**src/hw/ddi_map.svh**
```systemverilog
/*
 * Constants of the DDR3 initialisation and mode register block: field
 * positions, reset values, CK-cycle waits and the status port map.
 * Assumes inclusion by its bare name from the package and the modules.
 */
`ifndef DDI_MAP_SVH
`define DDI_MAP_SVH

// Mode register field positions and command address bits
`define DDI_MR0_DLL_RST_BIT  8
`define DDI_MR0_BL_LO        0
`define DDI_MR1_RTT_B0       2
`define DDI_MR1_RTT_B1       6
`define DDI_MR1_RTT_B2       9
`define DDI_ADDR_OTF_BIT     12
`define DDI_ADDR_ZQ_LONG_BIT 10

// Reset values
`define DDI_MR_RST           16'h0000
`define DDI_CTRL_RST         8'h01

// Waits in CK cycles
`define DDI_TDLLK_CK         10'h200
`define DDI_TZQINIT_CK       10'h200
`define DDI_TMOD_CK          10'h00c

// Status port indexes
`define DDI_REG_STATUS       3'h0
`define DDI_REG_MR0          3'h1
`define DDI_REG_MR1          3'h2
`define DDI_REG_MR2          3'h3
`define DDI_REG_MR3          3'h4
`define DDI_REG_CTRL         3'h5

`endif

```
**src/hw/ddi_pkg.sv**
```systemverilog
/*
 * Types shared by the initialisation block and its burst column unit.
 * Assumes ddi_map.svh on the include path.
 */
package ddi_pkg;
   `include "ddi_map.svh"

   typedef enum logic [1:0] {DDI_BL_FIX8, DDI_BL_OTF, DDI_BL_FIX4, DDI_BL_RSVD} ddi_bl_t;

   typedef enum logic [1:0] {DDI_ST_RESET, DDI_ST_CKE_LOW, DDI_ST_INIT, DDI_ST_READY} ddi_state_t;

   typedef enum logic [2:0] {DDI_CMD_NOP, DDI_CMD_MRS, DDI_CMD_ZQCL, DDI_CMD_READ,
                             DDI_CMD_WRITE, DDI_CMD_OTHER} ddi_cmd_t;
endpackage : ddi_pkg

```
**src/hw/ddi_burst_col.sv**
```systemverilog
/*
 * Burst column generator: given the captured start column, the burst
 * length and the beat number, yields the column of that beat.
 * Assumes the caller steps beat_i once per CK cycle of the burst.
 */
module ddi_burst_col
   import ddi_pkg::*;
(
   input  wire logic [9:0] start_col_i,
   input  wire logic       len8_i,
   input  wire logic [2:0] beat_i,
   output logic      [9:0] col_o
);

   logic [2:0] low_sum;

   assign low_sum = start_col_i[2:0] + beat_i;

   // Low bits pick the start, the rest fixes the block; wrap stays inside
   always_comb
   begin
      if (len8_i)
         col_o = {start_col_i[9:3], low_sum};
      else
         col_o = {start_col_i[9:2], low_sum[1:0]};
   end

endmodule : ddi_burst_col

```
**src/hw/ddi_init_core.sv**
```systemverilog
/*
 * DDR3 device-side power-up sequencing, mode registers, DLL lock and ZQ
 * calibration timers, termination gating and burst column stepping.
 * Assumes all pins arrive asynchronously, CK slower than core_clk_i/4.
 */
//////////////////////////////////////////////////////////////////////////////
module ddi_init_core
   import ddi_pkg::*;
(
   input  wire logic        core_clk_i,
   input  wire logic        sys_rst_i,
   input  wire logic        ck_i,
   input  wire logic        reset_n_i,
   input  wire logic        cke_i,
   input  wire logic        cs_n_i,
   input  wire logic        ras_n_i,
   input  wire logic        cas_n_i,
   input  wire logic        we_n_i,
   input  wire logic        odt_i,
   input  wire logic [2:0]  ba_i,
   input  wire logic [15:0] addr_i,
   input  wire logic [2:0]  reg_addr_i,
   input  wire logic [7:0]  reg_wdata_i,
   input  wire logic        reg_wr_i,
   input  wire logic        reg_rd_i,
   output logic      [15:0] reg_rdata_o,
   output logic             term_en_o,
   output logic             mod_busy_o,
   output logic             dll_locked_o,
   output logic             zq_done_o,
   output logic             ready_o,
   output logic             burst_active_o,
   output logic      [9:0]  burst_col_o
);

   localparam int PW = 27;

   //////////////////////////////////////////////////////////////////////////
   // Pin synchronisers: three stages, accept a bit once stages 2 and 3 agree
   logic [PW-1:0] s1_reg, s2_reg, s3_reg, pin_reg;
   logic          ck_prev_reg;
   logic          ck_rise;

   always_ff @(posedge core_clk_i)
   begin
      if (sys_rst_i)
      begin
         s1_reg  <= '0;
         s2_reg  <= '0;
         s3_reg  <= '0;
         pin_reg <= '0;
      end
      else
      begin
         s1_reg  <= {ck_i, reset_n_i, cke_i, cs_n_i, ras_n_i, cas_n_i, we_n_i, odt_i,
                     ba_i, addr_i};
         s2_reg  <= s1_reg;
         s3_reg  <= s2_reg;
         pin_reg <= (s3_reg & ~(s2_reg ^ s3_reg)) | (pin_reg & (s2_reg ^ s3_reg));
      end
   end

   always_ff @(posedge core_clk_i)
   begin
      if (sys_rst_i)
         ck_prev_reg <= 1'b0;
      else
         ck_prev_reg <= pin_reg[26];
   end

   assign ck_rise = pin_reg[26] & ~ck_prev_reg;

   logic        rst_n_f, cke_f, odt_f;
   logic [2:0]  ba_f;
   logic [15:0] addr_f;
   ddi_cmd_t    cmd;

   assign rst_n_f = pin_reg[25];
   assign cke_f   = pin_reg[24];
   assign odt_f   = pin_reg[19];
   assign ba_f    = pin_reg[18:16];
   assign addr_f  = pin_reg[15:0];

   function automatic ddi_cmd_t decode_cmd(input logic [3:0] c);
      unique case (c)
         4'h0:    decode_cmd = DDI_CMD_MRS;
         4'h6:    decode_cmd = DDI_CMD_ZQCL;
         4'h5:    decode_cmd = DDI_CMD_READ;
         4'h4:    decode_cmd = DDI_CMD_WRITE;
         4'h7:    decode_cmd = DDI_CMD_NOP;
         default: decode_cmd = c[3] ? DDI_CMD_NOP : DDI_CMD_OTHER;
      endcase
   endfunction : decode_cmd

   assign cmd = decode_cmd(pin_reg[23:20]);

   //////////////////////////////////////////////////////////////////////////
   // Power-up state: commands count only on CK edges with CKE high
   ddi_state_t state_reg;
   logic       edge_on;
   logic       zq_cmd;

   assign edge_on = ck_rise & rst_n_f & cke_f;
   assign zq_cmd  = edge_on & (cmd == DDI_CMD_ZQCL) & addr_f[`DDI_ADDR_ZQ_LONG_BIT];

   always_ff @(posedge core_clk_i)
   begin
      if (sys_rst_i)
         state_reg <= DDI_ST_RESET;
      else if (!rst_n_f)
         state_reg <= DDI_ST_RESET;
      else
         unique case (state_reg)
            DDI_ST_RESET:   state_reg <= DDI_ST_CKE_LOW;
            DDI_ST_CKE_LOW: if (edge_on) state_reg <= DDI_ST_INIT;
            DDI_ST_INIT:    if (ready_o) state_reg <= DDI_ST_READY;
            DDI_ST_READY:   state_reg <= DDI_ST_READY;
         endcase
   end

   //////////////////////////////////////////////////////////////////////////
   // Mode registers; cleared only by reset, DLL reset bit self-clears
   logic [15:0] mr_reg [4];
   logic        mrs_hit;
   logic        dll_start_reg;

   assign mrs_hit = edge_on & (cmd == DDI_CMD_MRS) & ~ba_f[2];

   always_ff @(posedge core_clk_i)
   begin
      if (sys_rst_i || !rst_n_f)
      begin
         for (int i = 0; i < 4; i++)
            mr_reg[i] <= `DDI_MR_RST;
         dll_start_reg <= 1'b0;
      end
      else
      begin
         dll_start_reg <= 1'b0;
         if (mrs_hit)
            // Only the addressed mode register moves; no array state is touched
            mr_reg[ba_f[1:0]] <= addr_f;
         else if (mr_reg[0][`DDI_MR0_DLL_RST_BIT])
         begin
            mr_reg[0][`DDI_MR0_DLL_RST_BIT] <= 1'b0;
            dll_start_reg <= 1'b1;
         end
      end
   end

   //////////////////////////////////////////////////////////////////////////
   // CK-cycle timers: tMOD, tDLLK, tZQinit
   logic [9:0] mod_cnt_reg, dll_cnt_reg, zq_cnt_reg;
   logic       zq_run_reg;

   always_ff @(posedge core_clk_i)
   begin
      if (sys_rst_i || !rst_n_f)
         mod_cnt_reg <= '0;
      else if (mrs_hit)
         mod_cnt_reg <= `DDI_TMOD_CK;
      else if (ck_rise && mod_cnt_reg != 10'h000)
         mod_cnt_reg <= mod_cnt_reg - 10'h001;
   end

   always_ff @(posedge core_clk_i)
   begin
      if (sys_rst_i || !rst_n_f)
      begin
         dll_cnt_reg  <= '0;
         dll_locked_o <= 1'b0;
      end
      else if (dll_start_reg)
      begin
         dll_cnt_reg  <= `DDI_TDLLK_CK;
         dll_locked_o <= 1'b0;
      end
      else if (edge_on && dll_cnt_reg != 10'h000)
      begin
         dll_cnt_reg  <= dll_cnt_reg - 10'h001;
         dll_locked_o <= (dll_cnt_reg == 10'h001);
      end
   end

   always_ff @(posedge core_clk_i)
   begin
      if (sys_rst_i || !rst_n_f)
      begin
         zq_cnt_reg <= '0;
         zq_run_reg <= 1'b0;
         zq_done_o  <= 1'b0;
      end
      else if (zq_cmd)
      begin
         zq_cnt_reg <= `DDI_TZQINIT_CK;
         zq_run_reg <= 1'b1;
         zq_done_o  <= 1'b0;
      end
      else if (ck_rise && zq_run_reg)
      begin
         zq_cnt_reg <= zq_cnt_reg - 10'h001;
         if (zq_cnt_reg == 10'h001)
         begin
            zq_run_reg <= 1'b0;
            zq_done_o  <= 1'b1;
         end
      end
   end

   assign mod_busy_o = (mod_cnt_reg != 10'h000);
   assign ready_o    = dll_locked_o & zq_done_o & ~mod_busy_o;

   //////////////////////////////////////////////////////////////////////////
   // Termination: off in reset and until CKE first registered high
   logic [7:0] ctrl_reg;
   logic       rtt_on;

   assign rtt_on = mr_reg[1][`DDI_MR1_RTT_B0] | mr_reg[1][`DDI_MR1_RTT_B1] |
                   mr_reg[1][`DDI_MR1_RTT_B2];

   always_ff @(posedge core_clk_i)
   begin
      if (sys_rst_i)
         term_en_o <= 1'b0;
      else
         term_en_o <= rst_n_f && (state_reg == DDI_ST_INIT || state_reg == DDI_ST_READY)
                      && ctrl_reg[0] && odt_f && rtt_on && !mod_busy_o;
   end

   //////////////////////////////////////////////////////////////////////////
   // Bursts: length from MR0 or A12; the array itself is not modelled here
   ddi_bl_t    bl_code;
   logic       len8_reg, burst_run_reg;
   logic [9:0] start_col_reg;
   logic [2:0] beat_reg;

   assign bl_code = ddi_bl_t'(mr_reg[0][`DDI_MR0_BL_LO +: 2]);

   always_ff @(posedge core_clk_i)
   begin
      if (sys_rst_i || !rst_n_f)
      begin
         burst_run_reg <= 1'b0;
         len8_reg      <= 1'b1;
         start_col_reg <= '0;
         beat_reg      <= '0;
      end
      else if (edge_on && (cmd == DDI_CMD_READ || cmd == DDI_CMD_WRITE))
      begin
         burst_run_reg <= 1'b1;
         start_col_reg <= addr_f[9:0];
         beat_reg      <= '0;
         unique case (bl_code)
            DDI_BL_FIX8: len8_reg <= 1'b1;
            DDI_BL_OTF:  len8_reg <= addr_f[`DDI_ADDR_OTF_BIT];
            DDI_BL_FIX4: len8_reg <= 1'b0;
            DDI_BL_RSVD: len8_reg <= 1'b1;
         endcase
      end
      else if (ck_rise && burst_run_reg)
      begin
         beat_reg <= beat_reg + 3'h1;
         if (beat_reg == (len8_reg ? 3'h7 : 3'h3))
            burst_run_reg <= 1'b0;
      end
   end

   logic [9:0] col_now;

   ddi_burst_col u_col
   (
      .start_col_i (start_col_reg),
      .len8_i      (len8_reg),
      .beat_i      (beat_reg),
      .col_o       (col_now)
   );

   always_ff @(posedge core_clk_i)
   begin
      if (sys_rst_i)
         burst_col_o <= '0;
      else
         burst_col_o <= col_now;
   end

   // Delayed by one cycle so the flag frames exactly the registered column beats
   logic burst_act_reg;

   always_ff @(posedge core_clk_i)
   begin
      if (sys_rst_i)
         burst_act_reg <= 1'b0;
      else
         burst_act_reg <= burst_run_reg;
   end

   assign burst_active_o = burst_act_reg;

   //////////////////////////////////////////////////////////////////////////
   // Status port: one-cycle read latency, unmapped reads return zero
   always_ff @(posedge core_clk_i)
   begin
      if (sys_rst_i)
         ctrl_reg <= `DDI_CTRL_RST;
      else if (reg_wr_i && reg_addr_i == `DDI_REG_CTRL)
         ctrl_reg <= reg_wdata_i;
   end

   always_ff @(posedge core_clk_i)
   begin
      if (sys_rst_i)
         reg_rdata_o <= '0;
      else if (reg_rd_i)
         unique case (reg_addr_i)
            `DDI_REG_STATUS: reg_rdata_o <= {9'h000, burst_run_reg, mod_busy_o, ready_o,
                                             zq_done_o, dll_locked_o, state_reg};
            `DDI_REG_MR0:    reg_rdata_o <= mr_reg[0];
            `DDI_REG_MR1:    reg_rdata_o <= mr_reg[1];
            `DDI_REG_MR2:    reg_rdata_o <= mr_reg[2];
            `DDI_REG_MR3:    reg_rdata_o <= mr_reg[3];
            `DDI_REG_CTRL:   reg_rdata_o <= {8'h00, ctrl_reg};
            default:         reg_rdata_o <= '0;
         endcase
      else
         reg_rdata_o <= '0;
   end

   //////////////////////////////////////////////////////////////////////////
   // Checks
   term_in_reset_a: assert property (@(posedge core_clk_i) disable iff (sys_rst_i)
      (state_reg == DDI_ST_RESET || state_reg == DDI_ST_CKE_LOW) |=> !term_en_o)
      else $error("termination on before CKE registered high");
   dll_bit_clear_a: assert property (@(posedge core_clk_i) disable iff (sys_rst_i)
      mr_reg[0][8] && !mrs_hit && rst_n_f |=> !mr_reg[0][8] && dll_start_reg)
      else $error("DLL reset bit did not self-clear");
   mr_hold_a: assert property (@(posedge core_clk_i) disable iff (sys_rst_i)
      !mrs_hit && rst_n_f ##1 rst_n_f |-> $stable(mr_reg[2]) && $stable(mr_reg[3]))
      else $error("mode register changed without MRS");
   mr_load_a: assert property (@(posedge core_clk_i) disable iff (sys_rst_i)
      mrs_hit && ba_f == 3'b010 |=> mr_reg[2] == $past(addr_f))
      else $error("MR2 not loaded with full value");
   mod_start_a: assert property (@(posedge core_clk_i) disable iff (sys_rst_i)
      mrs_hit |=> mod_cnt_reg == 10'h00c && !ready_o)
      else $error("tMOD window not opened by MRS");
   dll_wait_a: assert property (@(posedge core_clk_i) disable iff (sys_rst_i)
      dll_start_reg |=> dll_cnt_reg == 10'h200 && !dll_locked_o)
      else $error("DLL lock timer not started at 512");
   ready_cause_a: assert property (@(posedge core_clk_i) disable iff (sys_rst_i)
      ready_o |-> zq_done_o && dll_locked_o && mod_cnt_reg == 10'h000)
      else $error("ready without ZQ and DLL waits");
   otf_len_a: assert property (@(posedge core_clk_i) disable iff (sys_rst_i)
      edge_on && cmd == DDI_CMD_READ && bl_code == DDI_BL_OTF |=> len8_reg == $past(addr_f[12]))
      else $error("on-the-fly length not taken from A12");
   bc4_len_a: assert property (@(posedge core_clk_i) disable iff (sys_rst_i)
      edge_on && cmd == DDI_CMD_WRITE && bl_code == DDI_BL_FIX4 |=> !len8_reg)
      else $error("fixed chop not applied");
   wrap_block_a: assert property (@(posedge core_clk_i) disable iff (sys_rst_i)
      burst_run_reg |-> col_now[9:3] == start_col_reg[9:3] &&
                        (len8_reg || col_now[2] == start_col_reg[2]))
      else $error("burst left its column block");

   init_done_c:  cover property (@(posedge core_clk_i) disable iff (sys_rst_i)
      state_reg == DDI_ST_INIT ##1 state_reg == DDI_ST_READY);
   mrs_mr0_c:    cover property (@(posedge core_clk_i) disable iff (sys_rst_i)
      mrs_hit && ba_f[1:0] == 2'b00 && addr_f[8]);
   burst_otf_c:  cover property (@(posedge core_clk_i) disable iff (sys_rst_i)
      burst_run_reg && bl_code == DDI_BL_OTF && !len8_reg);

endmodule : ddi_init_core

```
**config.mk**
```make
export PLATFORM = sky130hd
export DESIGN_NAME = ddi_init_core
export DESIGN_NICKNAME = d
export VERILOG_FILES = /design/src/hw/ddi_pkg.sv /design/src/hw/ddi_burst_col.sv /design/src/hw/ddi_init_core.sv
export VERILOG_INCLUDE_DIRS = /design/src /design/src/hw
export SDC_FILE = /design/constraint.sdc
export NUM_CORES = 1
export LEC_CHECK = 0
export BUFFER_PORTS_ARGS = -buffer_cell sky130_fd_sc_hd__buf_2
export CORE_MARGIN = 4
export CORE_UTILIZATION = 53
export CTS_CLUSTER_SIZE = 30
export DETAILED_ROUTE_END_ITERATION = 16
export GPL_TIMING_DRIVEN = 0
export HOLD_SLACK_MARGIN = 0.03
export PLACE_DENSITY_LB_ADDON = 0.1
export SLEW_MARGIN = 20
export SYNTH_ARGS = -nofsm -noshare
export SYNTH_HDL_FRONTEND = slang
export SYNTH_SLANG_ARGS = --single-unit
```
**constraint.sdc**
```tcl
create_clock -name core_clk_i -period 2.7 [get_ports core_clk_i]
set_input_delay 0.54 -clock core_clk_i [delete_from_list [all_inputs] [get_ports core_clk_i]]
set_output_delay 0.54 -clock core_clk_i [all_outputs]
set_load 0.005 [all_outputs]
```
==> results.py <==
metrics = {
    "run_status": {
        "status": "complete, no violations",
    },
    "timing": {
        "period_minus_slack_ns": 2.56,
        "setup_viol": 0,
        "period_share_pct": 94.6,
        "rsz0062_at_grt": "no",
        "tightest_slew_ns": 0.738,
        "finClkSkew_ns": 0.0206,
        "slew_violations": 0,
        "clock.fmax_mhz": 391,
        "hold_viol_final": 0,
        "slew_headroom_pct": 50.8,
    },
    "clock_network": {
        "ctsHoldBuffers": 0,
        "clk_path_buf_depth": 3,
        "clk_pin_slew_ns": 0.06,
        "worst_skew_pair.late_latency_ns": 0.53,
        "cts_setup_buffers": 0,
        "htree_num_levels": 1,
        "clock-sinks": 260,
        "numCtsBuffers": 26,
        "cts-root-buf": "clkbuf_16",
        "cts_tree": "yes",
    },
    "synthesis": {
        "async_flop_share_pct": 0,
        "syn_area_um2": 9700,
        "avgSynthCellArea_um2": 10.7,
        "synthCells": 903,
        "synthFlopType": "dfxtp_1",
        "synth-edff-count": 64,
        "yosys_warnings": 0,
        "yosysSeqAreaShare_pct": 60.3,
        "ys_seq_elements": 260,
        "synthDistinctLibCells": 58,
        "synth_nets": 954,
    },
    "pwr": {
        "powerDensity_nw_per_um2": 698,
        "power.leakage_nw": 4.31,
        "peakVddDrop_mv": 0.744,
        "power_w": 0.00789,
    },
    "hold_path": {
        "hold_class": "in2reg",
    },
    "route": {
        "drc_errors": 0,
        "wl_per_cell_um": 15.9,
        "drt_pass1_iterations": 5,
        "drt-initial-drc-count": 307,
        "ant_nets": 0,
        "route.vias.total": 6546,
        "via_per_inst": 5.22,
        "drt-total-wl_mm": 20.0,
    },
    "layout": {
        "instances_no_fill": 1253,
        "design_area_um2": 11300,
        "post-route-util_pct": 62.9,
        "nets": 1056,
        "final_layout_size_suffix_gt1_share_pct": 15.2,
        "synthToLayoutAreaGrowth_pct": 16.5,
        "fill_cells": 1466,
        "num_antenna_cells": 0,
    },
    "global_route": {
        "grt.total_usage_pct": 19.6,
        "grt_pass1_vias": 6165,
        "grt_max_degree": 16,
        "antenna_found_initial": 0,
        "grt_pass1_wl_mm": 32.2,
        "grt.overflow.total": 0,
    },
    "die": {
        "chipWidth_um": 143,
        "start_util_pct": 54.0,
        "rows": 49,
        "core_um2": 18000,
        "die_area_um2": 20500,
        "die_h_um": 143,
        "io_pins": 74,
    },
    "critical_path": {
        "required_ns": 2.16,
        "critPathArrivalTime_ns": 2.02,
        "critPathMaxFanout": 5,
        "end_kind": "output port",
        "critical_path_class": "reg2out",
        "crit_path_start_kind": "flop",
    },
    "place": {
        "gp_congestion": 0.813,
        "dpl_cell_area_um2": 10400,
        "portBuffers": 72,
        "dp_hpwl_mm": 13.9,
        "dp_cells": 1206,
    },
    "flow_run": {
        "cap_violations": 0,
    },
}
==> area by class of cell <==
class | instances | area (µm²) | share of cell area (%)
well taps | 229 | 287 | 2.53
inverters | 15 | 56.3 | 0.498
clock buffers | 39 | 795 | 7.03
repair buffers | 74 | 383 | 3.39
multi-input cells | 587 | 3660 | 32.4
flip-flops and latches | 260 | 5850 | 51.7
plain buffers | 41 | 174 | 1.54
clock inverters | 8 | 104 | 0.919
==> cell usage in the layout, fill, tap and decap left out, types with 4 or more instances in the layout <==
master	netlist	final
a22oi_1	14	14
or3_1	6	6
o31ai_1	6	5
nand4_1	7	7
ha_1	8	8
a21oi_1	68	68
xnor2_1	8	8
and2_1	64	64
buf_2	10	82
nor3_1	9	9
clkbuf_16	0	29
nor2_1	43	43
dfxtp_1	196	196
a211oi_1	5	5
buf_1	5	5
o22a_1	8	8
o21ai_0	36	35
mux2_2	10	10
nand2_1	84	84
nand2b_1	12	10
a31oi_1	6	6
inv_1	15	15
or4_1	6	6
and3_1	8	7
xor2_1	11	11
nand3_1	11	11
edfxtp_1	64	64
mux2i_1	13	13
nor2b_1	97	97
clkinv_2	0	4
clkbuf_1	25	31
==> per-layer routing <==
| metal | vias to the layer above | GRT usage [%] | wire, µm |
|---|---|---|---|
| li1 | 3324 | - | - |
| met5 | - | 0 | 0 |
| met3 | 23 | 3.46 | 1210 |
| met1 | 3038 | 28.5 | 9460 |
| met4 | 0 | 4.76 | 309 |
| met2 | 161 | 30.8 | 9000 |
==> power breakdown <==
| part | switching, W | internal [W] | total (W) |
|---|---|---|---|
| Combinational | 0.000103 | 0.0000735 | 0.000177 |
| Sequential | 0.0000228 | 0.00402 | 0.00405 |
| Clock | 0.00144 | 0.00223 | 0.00367 |
==> cells by family after synthesis <==
| group | count (synthesis) | share of synthesized area, % |
|---|---|---|
| and+or+nand+nor | 376 | 21.8 |
| DFF | 260 | 60.3 |
| AOI/OAI and AO/OA | 159 | 9.88 |
| buffers and inverters | 56 | 2.37 |
| muxes | 24 | 2.73 |
| xor gates and xnor gates | 19 | 1.72 |
| adders and majority gates | 9 | 1.24 |
==> worst max-delay path: stages, from the launching register on <==
cell,delay (ns)
dfxtp_1,0.38
inv_1,0.06
ha_1,0.25
nor3b_2,0.19
and3_2,0.27
and3_1,0.23
buf_2,0.13
==> what timing repair did <==
item                       in CTS  in global routing
pin swaps                       0                  0
gates resized for setup         1                  4
setup endpoints to repair      15                 16
==> cells in the mapped netlist, types with 3 or more instances <==
library cell / count / area (µm²)
clkbuf_1: 25 / 93.8
nand4b_1: 3 / 26.3
o211ai_1: 3 / 22.5
mux2i_1: 13 / 130
inv_1: 15 / 56.3
o31ai_1: 6 / 45.0
or4_1: 6 / 45.0
nor4_1: 4 / 25.0
nand4_1: 7 / 43.8
nor3_1: 9 / 45.0
a31oi_1: 6 / 37.5
a21oi_1: 68 / 340
mux2_2: 10 / 113
nor2_1: 43 / 161
xor2_1: 11 / 96.3
o21ai_0: 36 / 180
nand3b_1: 3 / 22.5
buf_1: 5 / 18.8
or2_2: 3 / 18.8
and2_1: 64 / 400
nand2_1: 84 / 315
ha_1: 8 / 100
a22oi_1: 14 / 105
a21o_1: 3 / 22.5
nand3_1: 11 / 55.1
and3_1: 8 / 50.1
a211oi_1: 5 / 37.5
nand2b_1: 12 / 75.1
buf_2: 10 / 50.1
edfxtp_1: 64 / 1920
xnor2_1: 8 / 70.1
dfxtp_1: 196 / 3920
nor2b_1: 97 / 607
or3_1: 6 / 37.5
o22a_1: 8 / 70.1
==> worst paths after layout <==
check / start / endpoint / slack [ns] / depth (start not counted)
hold reg to reg: s1_reg[0] / s2_reg[0] / 0.43 / 1
setup / recovery: mod_cnt_reg[0] / ready_o / 0.14 / 6
hold / removal: addr_i[8] / s1_reg[8] / 0.22 / 2
setup reg to reg: flop / mr_reg[0][8] / 0.27 / 6
==> stage by stage <==
step | hold slack (ns) | TNS (ns) | worst slack, ns
global placement | 0.419 | -33.72 | -1.18
finish | 0.216 | 0 | 0.145
detailed placement | 0.423 | -6.92 | -0.275
CTS | 0.198 | 0 | 0.0439
global route | 0.209 | 0 | 0.0238
floorplan | 0.414 | 0 | 0.0432
No activity file was read; power rests on OpenSTA's default activity.
